File: src/verilog/uart_regs_pkg.sv
/*
 * Constants, types and register layouts for the UART register select map.
 * Assumes a single 250 MHz clock shared with the UART core logic.
 */
package uart_regs_pkg;

  localparam logic [3:0] ADDR_HOLD    = 4'h0;
  localparam logic [3:0] ADDR_IER     = 4'h1;
  localparam logic [3:0] ADDR_IIR_FCR = 4'h2;
  localparam logic [3:0] ADDR_LCR     = 4'h3;
  localparam logic [3:0] ADDR_MCR     = 4'h4;
  localparam logic [3:0] ADDR_LSR     = 4'h5;
  localparam logic [3:0] ADDR_MSR     = 4'h6;
  localparam logic [3:0] ADDR_SPR     = 4'h7;
  localparam logic [3:0] ADDR_TRANSMIT_FIFO_LEVEL   = 4'h8;
  localparam logic [3:0] ADDR_RECEIVE_FIFO_LEVEL   = 4'h9;
  localparam logic [3:0] ADDR_GPIO_DIRECTION   = 4'ha;
  localparam logic [3:0] ADDR_GPIO_PIN_STATE = 4'hb;
  localparam logic [3:0] ADDR_IOINT   = 4'hc;
  localparam logic [3:0] ADDR_IOCTL   = 4'he;
  localparam logic [3:0] ADDR_EXTRA_FEATURES    = 4'hf;
  localparam logic [3:0] ADDR_DLL     = 4'h0;
  localparam logic [3:0] ADDR_DLH     = 4'h1;
  localparam logic [3:0] ADDR_EFR     = 4'h2;
  localparam logic [3:0] ADDR_ON_CHAR_FIRST    = 4'h4;
  localparam logic [3:0] ADDR_ON_CHAR_SECOND    = 4'h5;
  localparam logic [3:0] ADDR_OFF_CHAR_FIRST   = 4'h6;
  localparam logic [3:0] ADDR_OFF_CHAR_SECOND   = 4'h7;

  localparam logic [7:0] LCR_ENHANCED_KEY = 8'hbf;
  localparam int         LCR_DIV_ENABLE   = 7;
  localparam int         EFR_ENHANCED     = 4;
  localparam int         MCR_TCR_ENABLE   = 2;
  localparam int         FCR_FIFO_ENABLE  = 0;
  localparam int         FCR_RX_RESET     = 1;
  localparam int         FCR_TX_RESET     = 2;
  localparam logic [7:0] IER_ENH_MASK     = 8'hf0;
  localparam logic [7:0] FCR_ENH_MASK     = 8'h30;
  localparam logic [7:0] FCR_STORE_MASK   = 8'hf1;
  localparam logic [7:0] MCR_ENH_MASK     = 8'he4;
  localparam logic [7:0] REG_RESET        = 8'h00;

  // Status presented by the UART core, same clock domain
  typedef struct packed {
    logic [7:0] rx_data;
    logic [7:0] line_status;
    logic [7:0] modem_status;
    logic [5:0] iir_low;
    logic [7:0] tx_level;
    logic [7:0] rx_level;
    logic [7:0] gpio_pin_state;
  } status_t;

  // Software settings handed to the UART core
  typedef struct packed {
    logic [7:0] interrupt_enable;
    logic [7:0] fifo_control;
    logic [7:0] line_control;
    logic [7:0] modem_control;
    logic [7:0] divisor_low;
    logic [7:0] divisor_high;
    logic [7:0] enhanced_feature;
    logic [7:0] on_char_first;
    logic [7:0] on_char_second;
    logic [7:0] off_char_first;
    logic [7:0] off_char_second;
    logic [7:0] transmission_control;
    logic [7:0] trigger_level;
    logic [7:0] gpio_direction;
    logic [7:0] gpio_interrupt_enable;
    logic [7:0] gpio_control;
    logic [7:0] extra_features;
  } cfg_t;

  typedef enum logic [4:0] {
    SEL_NONE    = 5'h00,
    SEL_HOLD    = 5'h01,
    SEL_IER     = 5'h02,
    SEL_IIR_FCR = 5'h03,
    SEL_LCR     = 5'h04,
    SEL_MCR     = 5'h05,
    SEL_LSR     = 5'h06,
    SEL_MSR     = 5'h07,
    SEL_SPR     = 5'h08,
    SEL_TCR     = 5'h09,
    SEL_TLR     = 5'h0a,
    SEL_TRANSMIT_FIFO_LEVEL   = 5'h0b,
    SEL_RECEIVE_FIFO_LEVEL   = 5'h0c,
    SEL_GPIO_DIRECTION   = 5'h0d,
    SEL_GPIO_PIN_STATE = 5'h0e,
    SEL_IOINT   = 5'h0f,
    SEL_IOCTL   = 5'h10,
    SEL_EXTRA_FEATURES    = 5'h11,
    SEL_DLL     = 5'h12,
    SEL_DLH     = 5'h13,
    SEL_EFR     = 5'h14,
    SEL_ON_CHAR_FIRST    = 5'h15,
    SEL_ON_CHAR_SECOND    = 5'h16,
    SEL_OFF_CHAR_FIRST   = 5'h17,
    SEL_OFF_CHAR_SECOND   = 5'h18
  } sel_t;

endpackage

File: src/verilog/uart_register_select_map.sv
/*
 * Register file and address decoder of a single-channel UART.
 * Assumes the host bridge and the UART core run on mclk; status inputs
 * come from same-clock logic and need no synchroniser.
 */
`timescale 1ns/10ps
module uart_register_select_map (
  // Clock and reset
  input  wire logic                  mclk,
  input  wire logic                  nrst,
  // Register port
  input  wire logic [3:0]            addr,
  input  wire logic [7:0]            wdata,
  input  wire logic                  wr,
  input  wire logic                  rd,
  output logic [7:0]                 rdata,
  // UART core side
  input  wire uart_regs_pkg::status_t status,
  output uart_regs_pkg::cfg_t        cfg,
  output logic                       rx_pop,
  output logic                       tx_push,
  output logic [7:0]                 tx_data,
  output logic                       rx_fifo_reset,
  output logic                       tx_fifo_reset
);

  logic                rst_meta_n;
  logic                rst_n;
  uart_regs_pkg::sel_t sel;
  logic                enhanced;
  logic                tcr_open;
  logic [7:0]          scratchpad;
  logic [7:0]          iir_value;

  // Reset release through two flops
  always_ff @(posedge mclk or negedge nrst) begin
    if (!nrst) begin
      rst_meta_n <= 1'b0;
      rst_n      <= 1'b0;
    end else begin
      rst_meta_n <= 1'b1;
      rst_n      <= rst_meta_n;
    end
  end

  assign enhanced  = cfg.enhanced_feature[uart_regs_pkg::EFR_ENHANCED];
  assign tcr_open  = enhanced & cfg.modem_control[uart_regs_pkg::MCR_TCR_ENABLE];
  assign iir_value = {{2{cfg.fifo_control[uart_regs_pkg::FCR_FIFO_ENABLE]}}, status.iir_low};

  // Line control stays reachable in every set, else software could never leave one
  always_comb begin
    sel = uart_regs_pkg::SEL_NONE;
    if (cfg.line_control == uart_regs_pkg::LCR_ENHANCED_KEY) begin
      if (addr == uart_regs_pkg::ADDR_DLL) begin
        sel = uart_regs_pkg::SEL_DLL;
      end else if (addr == uart_regs_pkg::ADDR_DLH) begin
        sel = uart_regs_pkg::SEL_DLH;
      end else if (addr == uart_regs_pkg::ADDR_EFR) begin
        sel = uart_regs_pkg::SEL_EFR;
      end else if (addr == uart_regs_pkg::ADDR_LCR) begin
        sel = uart_regs_pkg::SEL_LCR;
      end else if (addr == uart_regs_pkg::ADDR_ON_CHAR_FIRST) begin
        sel = uart_regs_pkg::SEL_ON_CHAR_FIRST;
      end else if (addr == uart_regs_pkg::ADDR_ON_CHAR_SECOND) begin
        sel = uart_regs_pkg::SEL_ON_CHAR_SECOND;
      end else if (addr == uart_regs_pkg::ADDR_OFF_CHAR_FIRST) begin
        sel = uart_regs_pkg::SEL_OFF_CHAR_FIRST;
      end else if (addr == uart_regs_pkg::ADDR_OFF_CHAR_SECOND) begin
        sel = uart_regs_pkg::SEL_OFF_CHAR_SECOND;
      end
    end else if (cfg.line_control[uart_regs_pkg::LCR_DIV_ENABLE]) begin
      if (addr == uart_regs_pkg::ADDR_DLL) begin
        sel = uart_regs_pkg::SEL_DLL;
      end else if (addr == uart_regs_pkg::ADDR_DLH) begin
        sel = uart_regs_pkg::SEL_DLH;
      end else if (addr == uart_regs_pkg::ADDR_LCR) begin
        sel = uart_regs_pkg::SEL_LCR;
      end
    end else begin
      if (addr == uart_regs_pkg::ADDR_HOLD) begin
        sel = uart_regs_pkg::SEL_HOLD;
      end else if (addr == uart_regs_pkg::ADDR_IER) begin
        sel = uart_regs_pkg::SEL_IER;
      end else if (addr == uart_regs_pkg::ADDR_IIR_FCR) begin
        sel = uart_regs_pkg::SEL_IIR_FCR;
      end else if (addr == uart_regs_pkg::ADDR_LCR) begin
        sel = uart_regs_pkg::SEL_LCR;
      end else if (addr == uart_regs_pkg::ADDR_MCR) begin
        sel = uart_regs_pkg::SEL_MCR;
      end else if (addr == uart_regs_pkg::ADDR_LSR) begin
        sel = uart_regs_pkg::SEL_LSR;
      end else if (addr == uart_regs_pkg::ADDR_MSR) begin
        sel = tcr_open ? uart_regs_pkg::SEL_TCR : uart_regs_pkg::SEL_MSR;
      end else if (addr == uart_regs_pkg::ADDR_SPR) begin
        sel = tcr_open ? uart_regs_pkg::SEL_TLR : uart_regs_pkg::SEL_SPR;
      end else if (addr == uart_regs_pkg::ADDR_TRANSMIT_FIFO_LEVEL) begin
        sel = uart_regs_pkg::SEL_TRANSMIT_FIFO_LEVEL;
      end else if (addr == uart_regs_pkg::ADDR_RECEIVE_FIFO_LEVEL) begin
        sel = uart_regs_pkg::SEL_RECEIVE_FIFO_LEVEL;
      end else if (addr == uart_regs_pkg::ADDR_GPIO_DIRECTION) begin
        sel = uart_regs_pkg::SEL_GPIO_DIRECTION;
      end else if (addr == uart_regs_pkg::ADDR_GPIO_PIN_STATE) begin
        sel = uart_regs_pkg::SEL_GPIO_PIN_STATE;
      end else if (addr == uart_regs_pkg::ADDR_IOINT) begin
        sel = uart_regs_pkg::SEL_IOINT;
      end else if (addr == uart_regs_pkg::ADDR_IOCTL) begin
        sel = uart_regs_pkg::SEL_IOCTL;
      end else if (addr == uart_regs_pkg::ADDR_EXTRA_FEATURES) begin
        sel = uart_regs_pkg::SEL_EXTRA_FEATURES;
      end
    end
  end

  // Software-written settings; read-only and unselected targets fall to default
  always_ff @(posedge mclk or negedge rst_n) begin
    if (!rst_n) begin
      cfg        <= '0;
      scratchpad <= uart_regs_pkg::REG_RESET;
    end else if (wr) begin
      case (sel)
        uart_regs_pkg::SEL_IER: begin
          cfg.interrupt_enable <= enhanced ? wdata :
            ((wdata & ~uart_regs_pkg::IER_ENH_MASK) | (cfg.interrupt_enable & uart_regs_pkg::IER_ENH_MASK));
        end
        uart_regs_pkg::SEL_IIR_FCR: begin
          cfg.fifo_control <= uart_regs_pkg::FCR_STORE_MASK & (enhanced ? wdata :
            ((wdata & ~uart_regs_pkg::FCR_ENH_MASK) | (cfg.fifo_control & uart_regs_pkg::FCR_ENH_MASK)));
        end
        uart_regs_pkg::SEL_LCR: begin
          cfg.line_control <= wdata;
        end
        uart_regs_pkg::SEL_MCR: begin
          cfg.modem_control <= enhanced ? wdata :
            ((wdata & ~uart_regs_pkg::MCR_ENH_MASK) | (cfg.modem_control & uart_regs_pkg::MCR_ENH_MASK));
        end
        uart_regs_pkg::SEL_SPR: begin
          scratchpad <= wdata;
        end
        uart_regs_pkg::SEL_TCR: begin
          cfg.transmission_control <= wdata;
        end
        uart_regs_pkg::SEL_TLR: begin
          cfg.trigger_level <= wdata;
        end
        uart_regs_pkg::SEL_GPIO_DIRECTION: begin
          cfg.gpio_direction <= wdata;
        end
        uart_regs_pkg::SEL_IOINT: begin
          cfg.gpio_interrupt_enable <= wdata;
        end
        uart_regs_pkg::SEL_IOCTL: begin
          cfg.gpio_control <= wdata;
        end
        uart_regs_pkg::SEL_EXTRA_FEATURES: begin
          cfg.extra_features <= wdata;
        end
        uart_regs_pkg::SEL_DLL: begin
          cfg.divisor_low <= wdata;
        end
        uart_regs_pkg::SEL_DLH: begin
          cfg.divisor_high <= wdata;
        end
        uart_regs_pkg::SEL_EFR: begin
          cfg.enhanced_feature <= wdata;
        end
        uart_regs_pkg::SEL_ON_CHAR_FIRST: begin
          cfg.on_char_first <= wdata;
        end
        uart_regs_pkg::SEL_ON_CHAR_SECOND: begin
          cfg.on_char_second <= wdata;
        end
        uart_regs_pkg::SEL_OFF_CHAR_FIRST: begin
          cfg.off_char_first <= wdata;
        end
        uart_regs_pkg::SEL_OFF_CHAR_SECOND: begin
          cfg.off_char_second <= wdata;
        end
        default: begin
        end
      endcase
    end
  end

  // Side-effect pulses, one cycle, aligned with the read data
  always_ff @(posedge mclk or negedge rst_n) begin
    if (!rst_n) begin
      rx_pop        <= 1'b0;
      tx_push       <= 1'b0;
      tx_data       <= uart_regs_pkg::REG_RESET;
      rx_fifo_reset <= 1'b0;
      tx_fifo_reset <= 1'b0;
    end else begin
      rx_pop        <= rd && sel == uart_regs_pkg::SEL_HOLD;
      tx_push       <= wr && sel == uart_regs_pkg::SEL_HOLD;
      rx_fifo_reset <= wr && sel == uart_regs_pkg::SEL_IIR_FCR && wdata[uart_regs_pkg::FCR_RX_RESET];
      tx_fifo_reset <= wr && sel == uart_regs_pkg::SEL_IIR_FCR && wdata[uart_regs_pkg::FCR_TX_RESET];
      if (wr && sel == uart_regs_pkg::SEL_HOLD) begin
        tx_data <= wdata;
      end
    end
  end

  // Read data; unselected offsets and idle cycles return zero
  always_ff @(posedge mclk or negedge rst_n) begin
    if (!rst_n) begin
      rdata <= uart_regs_pkg::REG_RESET;
    end else if (!rd) begin
      rdata <= uart_regs_pkg::REG_RESET;
    end else begin
      case (sel)
        uart_regs_pkg::SEL_HOLD:    rdata <= status.rx_data;
        uart_regs_pkg::SEL_IER:     rdata <= cfg.interrupt_enable;
        uart_regs_pkg::SEL_IIR_FCR: rdata <= iir_value;
        uart_regs_pkg::SEL_LCR:     rdata <= cfg.line_control;
        uart_regs_pkg::SEL_MCR:     rdata <= cfg.modem_control;
        uart_regs_pkg::SEL_LSR:     rdata <= status.line_status;
        uart_regs_pkg::SEL_MSR:     rdata <= status.modem_status;
        uart_regs_pkg::SEL_SPR:     rdata <= scratchpad;
        uart_regs_pkg::SEL_TCR:     rdata <= cfg.transmission_control;
        uart_regs_pkg::SEL_TLR:     rdata <= cfg.trigger_level;
        uart_regs_pkg::SEL_TRANSMIT_FIFO_LEVEL:   rdata <= status.tx_level;
        uart_regs_pkg::SEL_RECEIVE_FIFO_LEVEL:   rdata <= status.rx_level;
        uart_regs_pkg::SEL_GPIO_DIRECTION:   rdata <= cfg.gpio_direction;
        uart_regs_pkg::SEL_GPIO_PIN_STATE: rdata <= status.gpio_pin_state;
        uart_regs_pkg::SEL_IOINT:   rdata <= cfg.gpio_interrupt_enable;
        uart_regs_pkg::SEL_IOCTL:   rdata <= cfg.gpio_control;
        uart_regs_pkg::SEL_EXTRA_FEATURES:    rdata <= cfg.extra_features;
        uart_regs_pkg::SEL_DLL:     rdata <= cfg.divisor_low;
        uart_regs_pkg::SEL_DLH:     rdata <= cfg.divisor_high;
        uart_regs_pkg::SEL_EFR:     rdata <= cfg.enhanced_feature;
        uart_regs_pkg::SEL_ON_CHAR_FIRST:    rdata <= cfg.on_char_first;
        uart_regs_pkg::SEL_ON_CHAR_SECOND:    rdata <= cfg.on_char_second;
        uart_regs_pkg::SEL_OFF_CHAR_FIRST:   rdata <= cfg.off_char_first;
        uart_regs_pkg::SEL_OFF_CHAR_SECOND:   rdata <= cfg.off_char_second;
        default:                    rdata <= uart_regs_pkg::REG_RESET;
      endcase
    end
  end

  // Checks
  logic general;
  assign general = !cfg.line_control[uart_regs_pkg::LCR_DIV_ENABLE];
endmodule // uart_register_select_map

File: config.mk
export PLATFORM = sky130hd
export DESIGN_NAME = uart_register_select_map
export DESIGN_NICKNAME = d
export VERILOG_FILES = /design/src/verilog/uart_regs_pkg.sv /design/src/verilog/uart_register_select_map.sv
export SDC_FILE = /design/constraint.sdc
export NUM_CORES = 1
export LEC_CHECK = 0
export BUFFER_PORTS_ARGS = -buffer_cell sky130_fd_sc_hd__buf_2
export CORE_ASPECT_RATIO = 0.9
export CORE_MARGIN = 3
export CORE_UTILIZATION = 53
export CTS_CLUSTER_DIAMETER = 100
export CTS_CLUSTER_SIZE = 20
export DETAILED_ROUTE_END_ITERATION = 7
export HOLD_SLACK_MARGIN = 0.08
export PLACE_DENSITY = 0.93
export SLEW_MARGIN = 15
export SYNTH_ARGS = -nofsm -noshare
export SYNTH_HDL_FRONTEND = slang
export SYNTH_SLANG_ARGS = --single-unit
File: constraint.sdc
create_clock -name mclk -period 5.6 [get_ports mclk]
set_input_delay 1.12 -clock mclk [delete_from_list [all_inputs] [get_ports mclk]]
set_output_delay 1.12 -clock mclk [all_outputs]
set_load 0.03 [all_outputs]
==> flow_summary.toml, run 1 <==
[synthesis]
syn_avg_cell_area_sq_um = 11.3
synth_top_area_frac = 0.507
synthCells = 714
synth-seq-cells = 163
synth.distinct_cells = 67
yosys-top-cells-area = "dfrtp_1 51%, mux2_2 19%, nand2_1 4.1%, nand3_1 1.7%, a21oi_1 1.6%"
yosysSeqAreaShare = 0.507
netlist_area_sq_mm = 0.00805
synth_edf_count = 0
netlist.top_cell.by_area = "dfrtp_1"
ys.flop_type = "dfrtp_1"
yosysWarnings = 0
async_flop_share = 1.00

[route]
wl_mm = 28.9
viasPerCell = 6.64
post-route-drc-count = 3
vias = 7531
drt_first_pass_iters = 8
first_iter_violations = 1444
detail_route.wl_per_cell_microns = 25.5
ant_nets = 0

[setup_path]
cp-end-kind = "register"
cp.required_ns = 5.92
start_kind = "register"
arrival_ns = 4.52
crit_type = "reg -> reg"
cp_max_fo = 30

[global_route]
grt_usage = 0.345
grt_overflow = 0
grt_antenna_before_repair = 2
grt_pass1_vias = 7133
grt_start_max_net_pins = 77
grt_pass1_wl_mm = 42.6

[cts]
cts_hold_buf = 0
tritoncts = "done"
numCtsBuffers = 17
clk_latency_ns = 0.44
clk_pin_slew_worst_paths_ns = 0.07
clockRootBuffer = "clkbuf_16"
cts.sinks = 163
cts-resized-gates = 0
htreeDepth = 4
cts.path.max_buffers = 2
post_cts_buffers = 0

[sta]
max-slew-margin-rel = 0.278
rsz0062_at_grt = "no"
fin_ws_ns = 1.40
slew_violations = 0
timing.hold.ws_ns = 0.350
tightestPinTransition_ns = 1.07
tns_ns = 0
timing.final.crit_period_ns = 4.20
setup_viol = 0
fin_worst_skew_ns = 0.0108
fmax_mhz = 238
fin_crit_sh = 0.750
finalHoldViolCount = 0

[placement]
io_buffers = 222
dp_hpwl_mm = 20.1
place_ws_ns = 1.08
postPlaceCellArea_sq_mm = 0.00932
gp_congestion = 0.988

[die]
core_area_sq_mm = 0.0148
ios = 226
die_area_sq_mm = 0.0167
dieHeight_microns = 123
die_w_microns = 136
floorplan.initialDensity = 0.545
rows = 42

[power]
peakVddDrop_mv = 0.274
cellLeakagePower_nw = 4.86
powerDensity_mw_per_mm2 = 472

[finish]
final_layout_size_suffix_gt1_frac = 0.451
nNetsFinal = 991
post-route-cell-area_sq_mm = 0.00992
fin_util = 0.672
area_delta_synth_final_pct = 23.2

[run]
drv_cap = 0

[worst_hold_path]
hp-class = "reg -> reg"

[status]
violations = "DRC"
outcome = "finished, violations left"
-- through the flow --
step           total power, mW  instances
2_1_floorplan             2.89        716
3_3_place_gp              3.45       1100
3_5_place_dp              3.50       1100
4_1_cts                   4.65       1132
5_1_grt                   4.85       1134
6_report                  4.68       1134
-- area by class of cell --
type	count	area, sq um
Timing Repair Buffer	236	1220
Inverter	9	33.8
Multi-Input combinational cell	494	3750
Clock inverter	14	155
Antenna cell	2	5.00
Sequential cell	163	4080
Tap cell	198	248
Clock buffer	18	429
Fill cell	1132	4850
-- path summary, 6_finish.rpt --
path,from,endpoint,slack [ns],cells after the start
max in group asynchronous,rst_n$_DFF_PN0_,cfg[43]$_DFFE_PN0P_,3.87,1
worst max-delay path,cfg[119]$_DFFE_PN0P_,cfg[14]$_DFFE_PN0P_,1.40,8
worst min-delay path,rst_meta_n$_DFF_PN0_,rst_n$_DFF_PN0_,0.35,0
worst min register to register,rst_meta_n$_DFF_PN0_,rst_n$_DFF_PN0_,0.35,0
min in group asynchronous,nrst,rst_n$_DFF_PN0_,0.46,1
worst max register to register,cfg[119]$_DFFE_PN0P_,cfg[14]$_DFFE_PN0P_,1.40,8
-- state kept, by name (all words and copies together) (netlist names) --
signal         cells
rst_meta_n         1
rx_fifo_reset      1
rst_n              1
cfg              133
scratchpad         8
tx_push            1
tx_data            8
rx_pop             1
tx_fifo_reset      1
rdata              8
-- Yosys cell counts, drive strengths merged, types with 4 or more instances --
master   instances
nor2            20
a2111oi          8
nand4b           4
and3            11
nor3            12
and2             6
clkbuf          21
a211oi           9
dfrtp          163
a222oi           8
nand4            6
a21oi           25
a41oi            5
a221o            6
a32oi            7
a22oi            9
buf             29
nor4             8
a221oi           9
inv              9
a31oi            6
mux2i            7
nand2           87
mux2           135
o21ai           27
nand3           28
-- worst max-delay path: stages, from the launching register on --
cell and delay, ns:
dfrtp_1 0.70, nand4b_1 0.35, nor2_1 0.51, o21ai_0 0.41, and2_1 0.27, buf_4 0.25
nor2_1 0.66, nand2_1 0.51, mux2_2 0.42
-- logic make-up after synthesis --
family | count (synthesis) | synth area share
xor gates and xnor gates | 2 | 0.00218
other | 2 | 0.000933
muxes | 142 | 0.198
DFF | 163 | 0.507
buffers and inverters | 59 | 0.0317
AOI/OAI and AO/OA | 146 | 0.138
and+or+nand+nor | 200 | 0.124
-- routing by layer --
| metal | wire length [microns] | share of wire | global-route usage | vias to the layer above |
|---|---|---|---|---|
| met2 | 13000 | 0.45 | 0.505 | 631 |
| met4 | 1380 | 0.048 | 0.164 | 0 |
| met5 | 0 | 0 | 0 | - |
| met1 | 10700 | 0.37 | 0.464 | 3670 |
| met3 | 3870 | 0.13 | 0.118 | 122 |
| li1 | - | - | - | 3108 |
-- cell usage in the layout, fill, tap and decap left out, types with 4 or more instances in the layout --
master,synthesis,layout
nand2_1,87,87
buf_4,4,14
a32oi_1,6,6
a31oi_1,6,6
and2_1,6,6
a211oi_1,9,8
conb_1,2,4
dfrtp_1,163,162
o21ai_0,25,25
mux2i_1,7,7
a2111oi_0,5,5
clkbuf_16,0,17
a221o_1,6,6
nor4_1,7,6
inv_1,9,9
buf_2,15,222
nor3_1,10,9
a222oi_1,8,8
nand4_1,6,6
a22oi_1,9,9
a221oi_1,9,9
nand3_1,28,28
mux2_2,135,135
nand4b_1,4,4
clkinvlp_4,0,5
and3_1,11,11
a21oi_1,25,25
a41oi_1,5,5
nor2_1,17,17
-- power breakdown --
part | switching, mW | internal, mW
clock | 0.502 | 0.661
sequential | 0.320 | 1.51
combinational | 1.13 | 0.553
Note: power is estimated with default switching activity, not from simulation.
==> inputs of run 2 (changes only) <==
--- a/config.mk
+++ b/config.mk
@@ -5,15 +5,16 @@
 export SDC_FILE = /design/constraint.sdc
 export NUM_CORES = 1
 export LEC_CHECK = 0
+export ABC_AREA = 1
 export BUFFER_PORTS_ARGS = -buffer_cell sky130_fd_sc_hd__buf_2
 export CORE_ASPECT_RATIO = 0.9
 export CORE_MARGIN = 3
-export CORE_UTILIZATION = 53
+export CORE_UTILIZATION = 48
 export CTS_CLUSTER_DIAMETER = 100
 export CTS_CLUSTER_SIZE = 20
 export DETAILED_ROUTE_END_ITERATION = 7
 export HOLD_SLACK_MARGIN = 0.08
-export PLACE_DENSITY = 0.93
+export PLACE_DENSITY = 0.89
 export SLEW_MARGIN = 15
 export SYNTH_ARGS = -nofsm -noshare
 export SYNTH_HDL_FRONTEND = slang
==> constraint.sdc (replaced) <==
create_clock -name mclk -period 3.7 [get_ports mclk]
set_input_delay 0.74 -clock mclk [delete_from_list [all_inputs] [get_ports mclk]]
set_output_delay 0.74 -clock mclk [all_outputs]
set_load 0.03 [all_outputs]
==> run 2 against run 1 <==
The run now ends clean. Count of clock-buffer cells in the layout unchanged. Clock skew down 0.0029 ns. Worst setup slack worse by 0.65 ns. Wire length up 0.17%. Final area up 1.8%. Global-route usage down 3.4 points. Via count up 13%. Sequential power up 61%. Utilization down 5.8 points. Power up 61%. Final cell count up 31%. Non-clock buffer count unchanged. Largest cell class unchanged.
==> flow_summary.toml, run 2 <==
[sta]
slew_violations = 0
rsz0062_at_grt = "no"
fin_ws_ns = 0.754
finalHoldViolCount = 0
fin_worst_skew_ns = 0.00795
tns_ns = 0
timing.hold.ws_ns = 0.303
timing.final.crit_period_ns = 2.95
max-slew-margin-rel = 0.400
tightestPinTransition_ns = 0.894
fmax_mhz = 339
setup_viol = 0
fin_crit_sh = 0.796

[synthesis]
synthCells = 1053
syn_avg_cell_area_sq_um = 7.79
synth.most_common_cell = "nand2_1"
synth_edf_count = 0
netlist.top_cell.by_area = "dfrtp_1"
yosysSeqAreaShare = 0.497
netlist_top_cells_count = "426 x nand2_1, 163 x dfrtp_1, 92 x o21ai_0"
yosysWarnings = 0
ys.flop_type = "dfrtp_1"
synth_top_area_frac = 0.497
synth-seq-cells = 163
netlist_area_sq_mm = 0.00821
yosys-top-cells-area = "dfrtp_1 50%, nand2_1 19%, o21ai_0 5.6%, nand3_1 5.2%, o21a_1 3.3%"
async_flop_share = 1.00
synth.distinct_cells = 33

[power]
combPwrFrac = 0.369
clockPowerShare = 0.240
cellLeakagePower_nw = 5.44
p_sw_mw = 3.36
peakVddDrop_mv = 0.572
p_int_mw = 4.16
seq_power_share = 0.391
powerDensity_mw_per_mm2 = 745
total_power_mw = 7.53
swShare = 0.447

[setup_path]
cpMostUsedCell = "nand2_1"
arrival_ns = 3.30
critPathMaxStageDelay_ns = 0.58
cp_cell_sequence = "inv_2 > nor3_4 > nand4_1 > nand2_1 > nand3_1 > nor2_1 > nand2_1 > nand2_1 > nor2_1 > nand2_1 > nor2_1 > a21oi_1"
cp-end-kind = "register"
start_kind = "register"
cp.required_ns = 4.06
cp_max_fo = 8
crit_slowest_cell = "nor2_1"
crit_type = "reg -> reg"
cp_top_family = "simple AND/OR/NAND/NOR gates"
crit_buf_inv = 1

[global_route]
grt_antenna_before_repair = 0
grt_usage = 0.311
grt_start_max_net_pins = 70
grt_pass1_wl_mm = 43.9
grt_pass1_vias = 7851
grt_overflow = 0

[route]
vias = 8510
first_iter_violations = 1063
wl_mm = 29.0
drt_first_pass_iters = 6
viasPerCell = 5.71
ant_nets = 0
detail_route.wl_per_cell_microns = 19.4
post-route-drc-count = 0

[finish]
num_antenna_cells = 0
seq_area_sq_mm = 0.00408
final_cell_mix = "426 x nand2_1, 222 x buf_2, 162 x dfrtp_1, 92 x o21ai_0, 86 x nand3_1"
fin_util = 0.613
final_common_cell = "nand2_1"
nNetsFinal = 1340
largest_register_ffs = 133
area_delta_synth_final_pct = 23.0
fillCellCount = 1441
instances_no_fill = 1490
final_layout_size_suffix_gt1_frac = 0.243
largest_register = "cfg"
post-route-cell-area_sq_mm = 0.0101
multiInputGateArea_sq_mm = 0.00373

[cts]
cts.path.max_buffers = 2
clk_latency_ns = 0.44
cts-resized-gates = 0
numCtsBuffers = 17
clk_pin_slew_worst_paths_ns = 0.07
clockRootBuffer = "clkbuf_16"
cts.sinks = 163
cts_hold_buf = 1
htreeDepth = 4
post_cts_buffers = 0
tritoncts = "done"

[placement]
postPlaceCellArea_sq_mm = 0.00949
dp.cells = 1457
gp_congestion = 0.947
dp_hpwl_mm = 21.1
place_ws_ns = 0.442
io_buffers = 222

[worst_hold_path]
hp-class = "reg -> async"

[run]
drv_cap = 0

[die]
ios = 226
die_w_microns = 144
die_area_sq_mm = 0.0187
core_area_sq_mm = 0.0165
rows = 44
dieHeight_microns = 130
floorplan.initialDensity = 0.499

[status]
outcome = "completed"
## run 2: logic make-up after synthesis
kind of cell | count (synthesis) | share of synthesized area
AND/OR/NAND/NOR | 626 | 0.336
buffers and inverters | 93 | 0.0495
flip-flops | 163 | 0.497
AO/OA/AOI/OAI | 169 | 0.117
other | 2 | 0.000915
## run 2: cell type report
class | count | area share
clock inverters | 14 | 0.0166
clock buffers | 18 | 0.0425
multi-input cells | 799 | 0.369
flip-flops and latches | 163 | 0.404
well taps | 207 | 0.0256
inverters | 53 | 0.0197
repair buffers | 236 | 0.122
## run 2: power groups by stage
stage	logic, mW	clock network (mW)	registers, mW
finish	2.78	1.80	2.94
global route	2.98	1.89	3.00
CTS	2.78	1.81	2.92
detailed placement	2.78	0	2.94
global placement	2.72	0	2.93
floorplan	0.765	0	3.90
## run 2: final timing paths
kind	start	endpoint	slack (ns)	depth (start not counted)
setup reg to reg	cfg[119]$_DFFE_PN0P_	rdata[1]$_DFF_PN0_	0.75	12
setup / recovery	cfg[119]$_DFFE_PN0P_	rdata[1]$_DFF_PN0_	0.75	12
hold / removal	rst_n$_DFF_PN0_	cfg[21]$_DFFE_PN0P_	0.30	0
max in group asynchronous	rst_n$_DFF_PN0_	cfg[75]$_DFFE_PN0P_	2.26	1
hold reg to reg	rst_n$_DFF_PN0_	cfg[21]$_DFFE_PN0P_	0.30	0
min in group mclk	rst_meta_n$_DFF_PN0_	rst_n$_DFF_PN0_	0.35	0
## run 2: metal layers
metal	routed length, microns	share of wire	GRT usage
met5	0	0	0
met4	999	0.035	0.117
met3	3520	0.12	0.0791
met2	12900	0.45	0.466
met1	11500	0.40	0.438
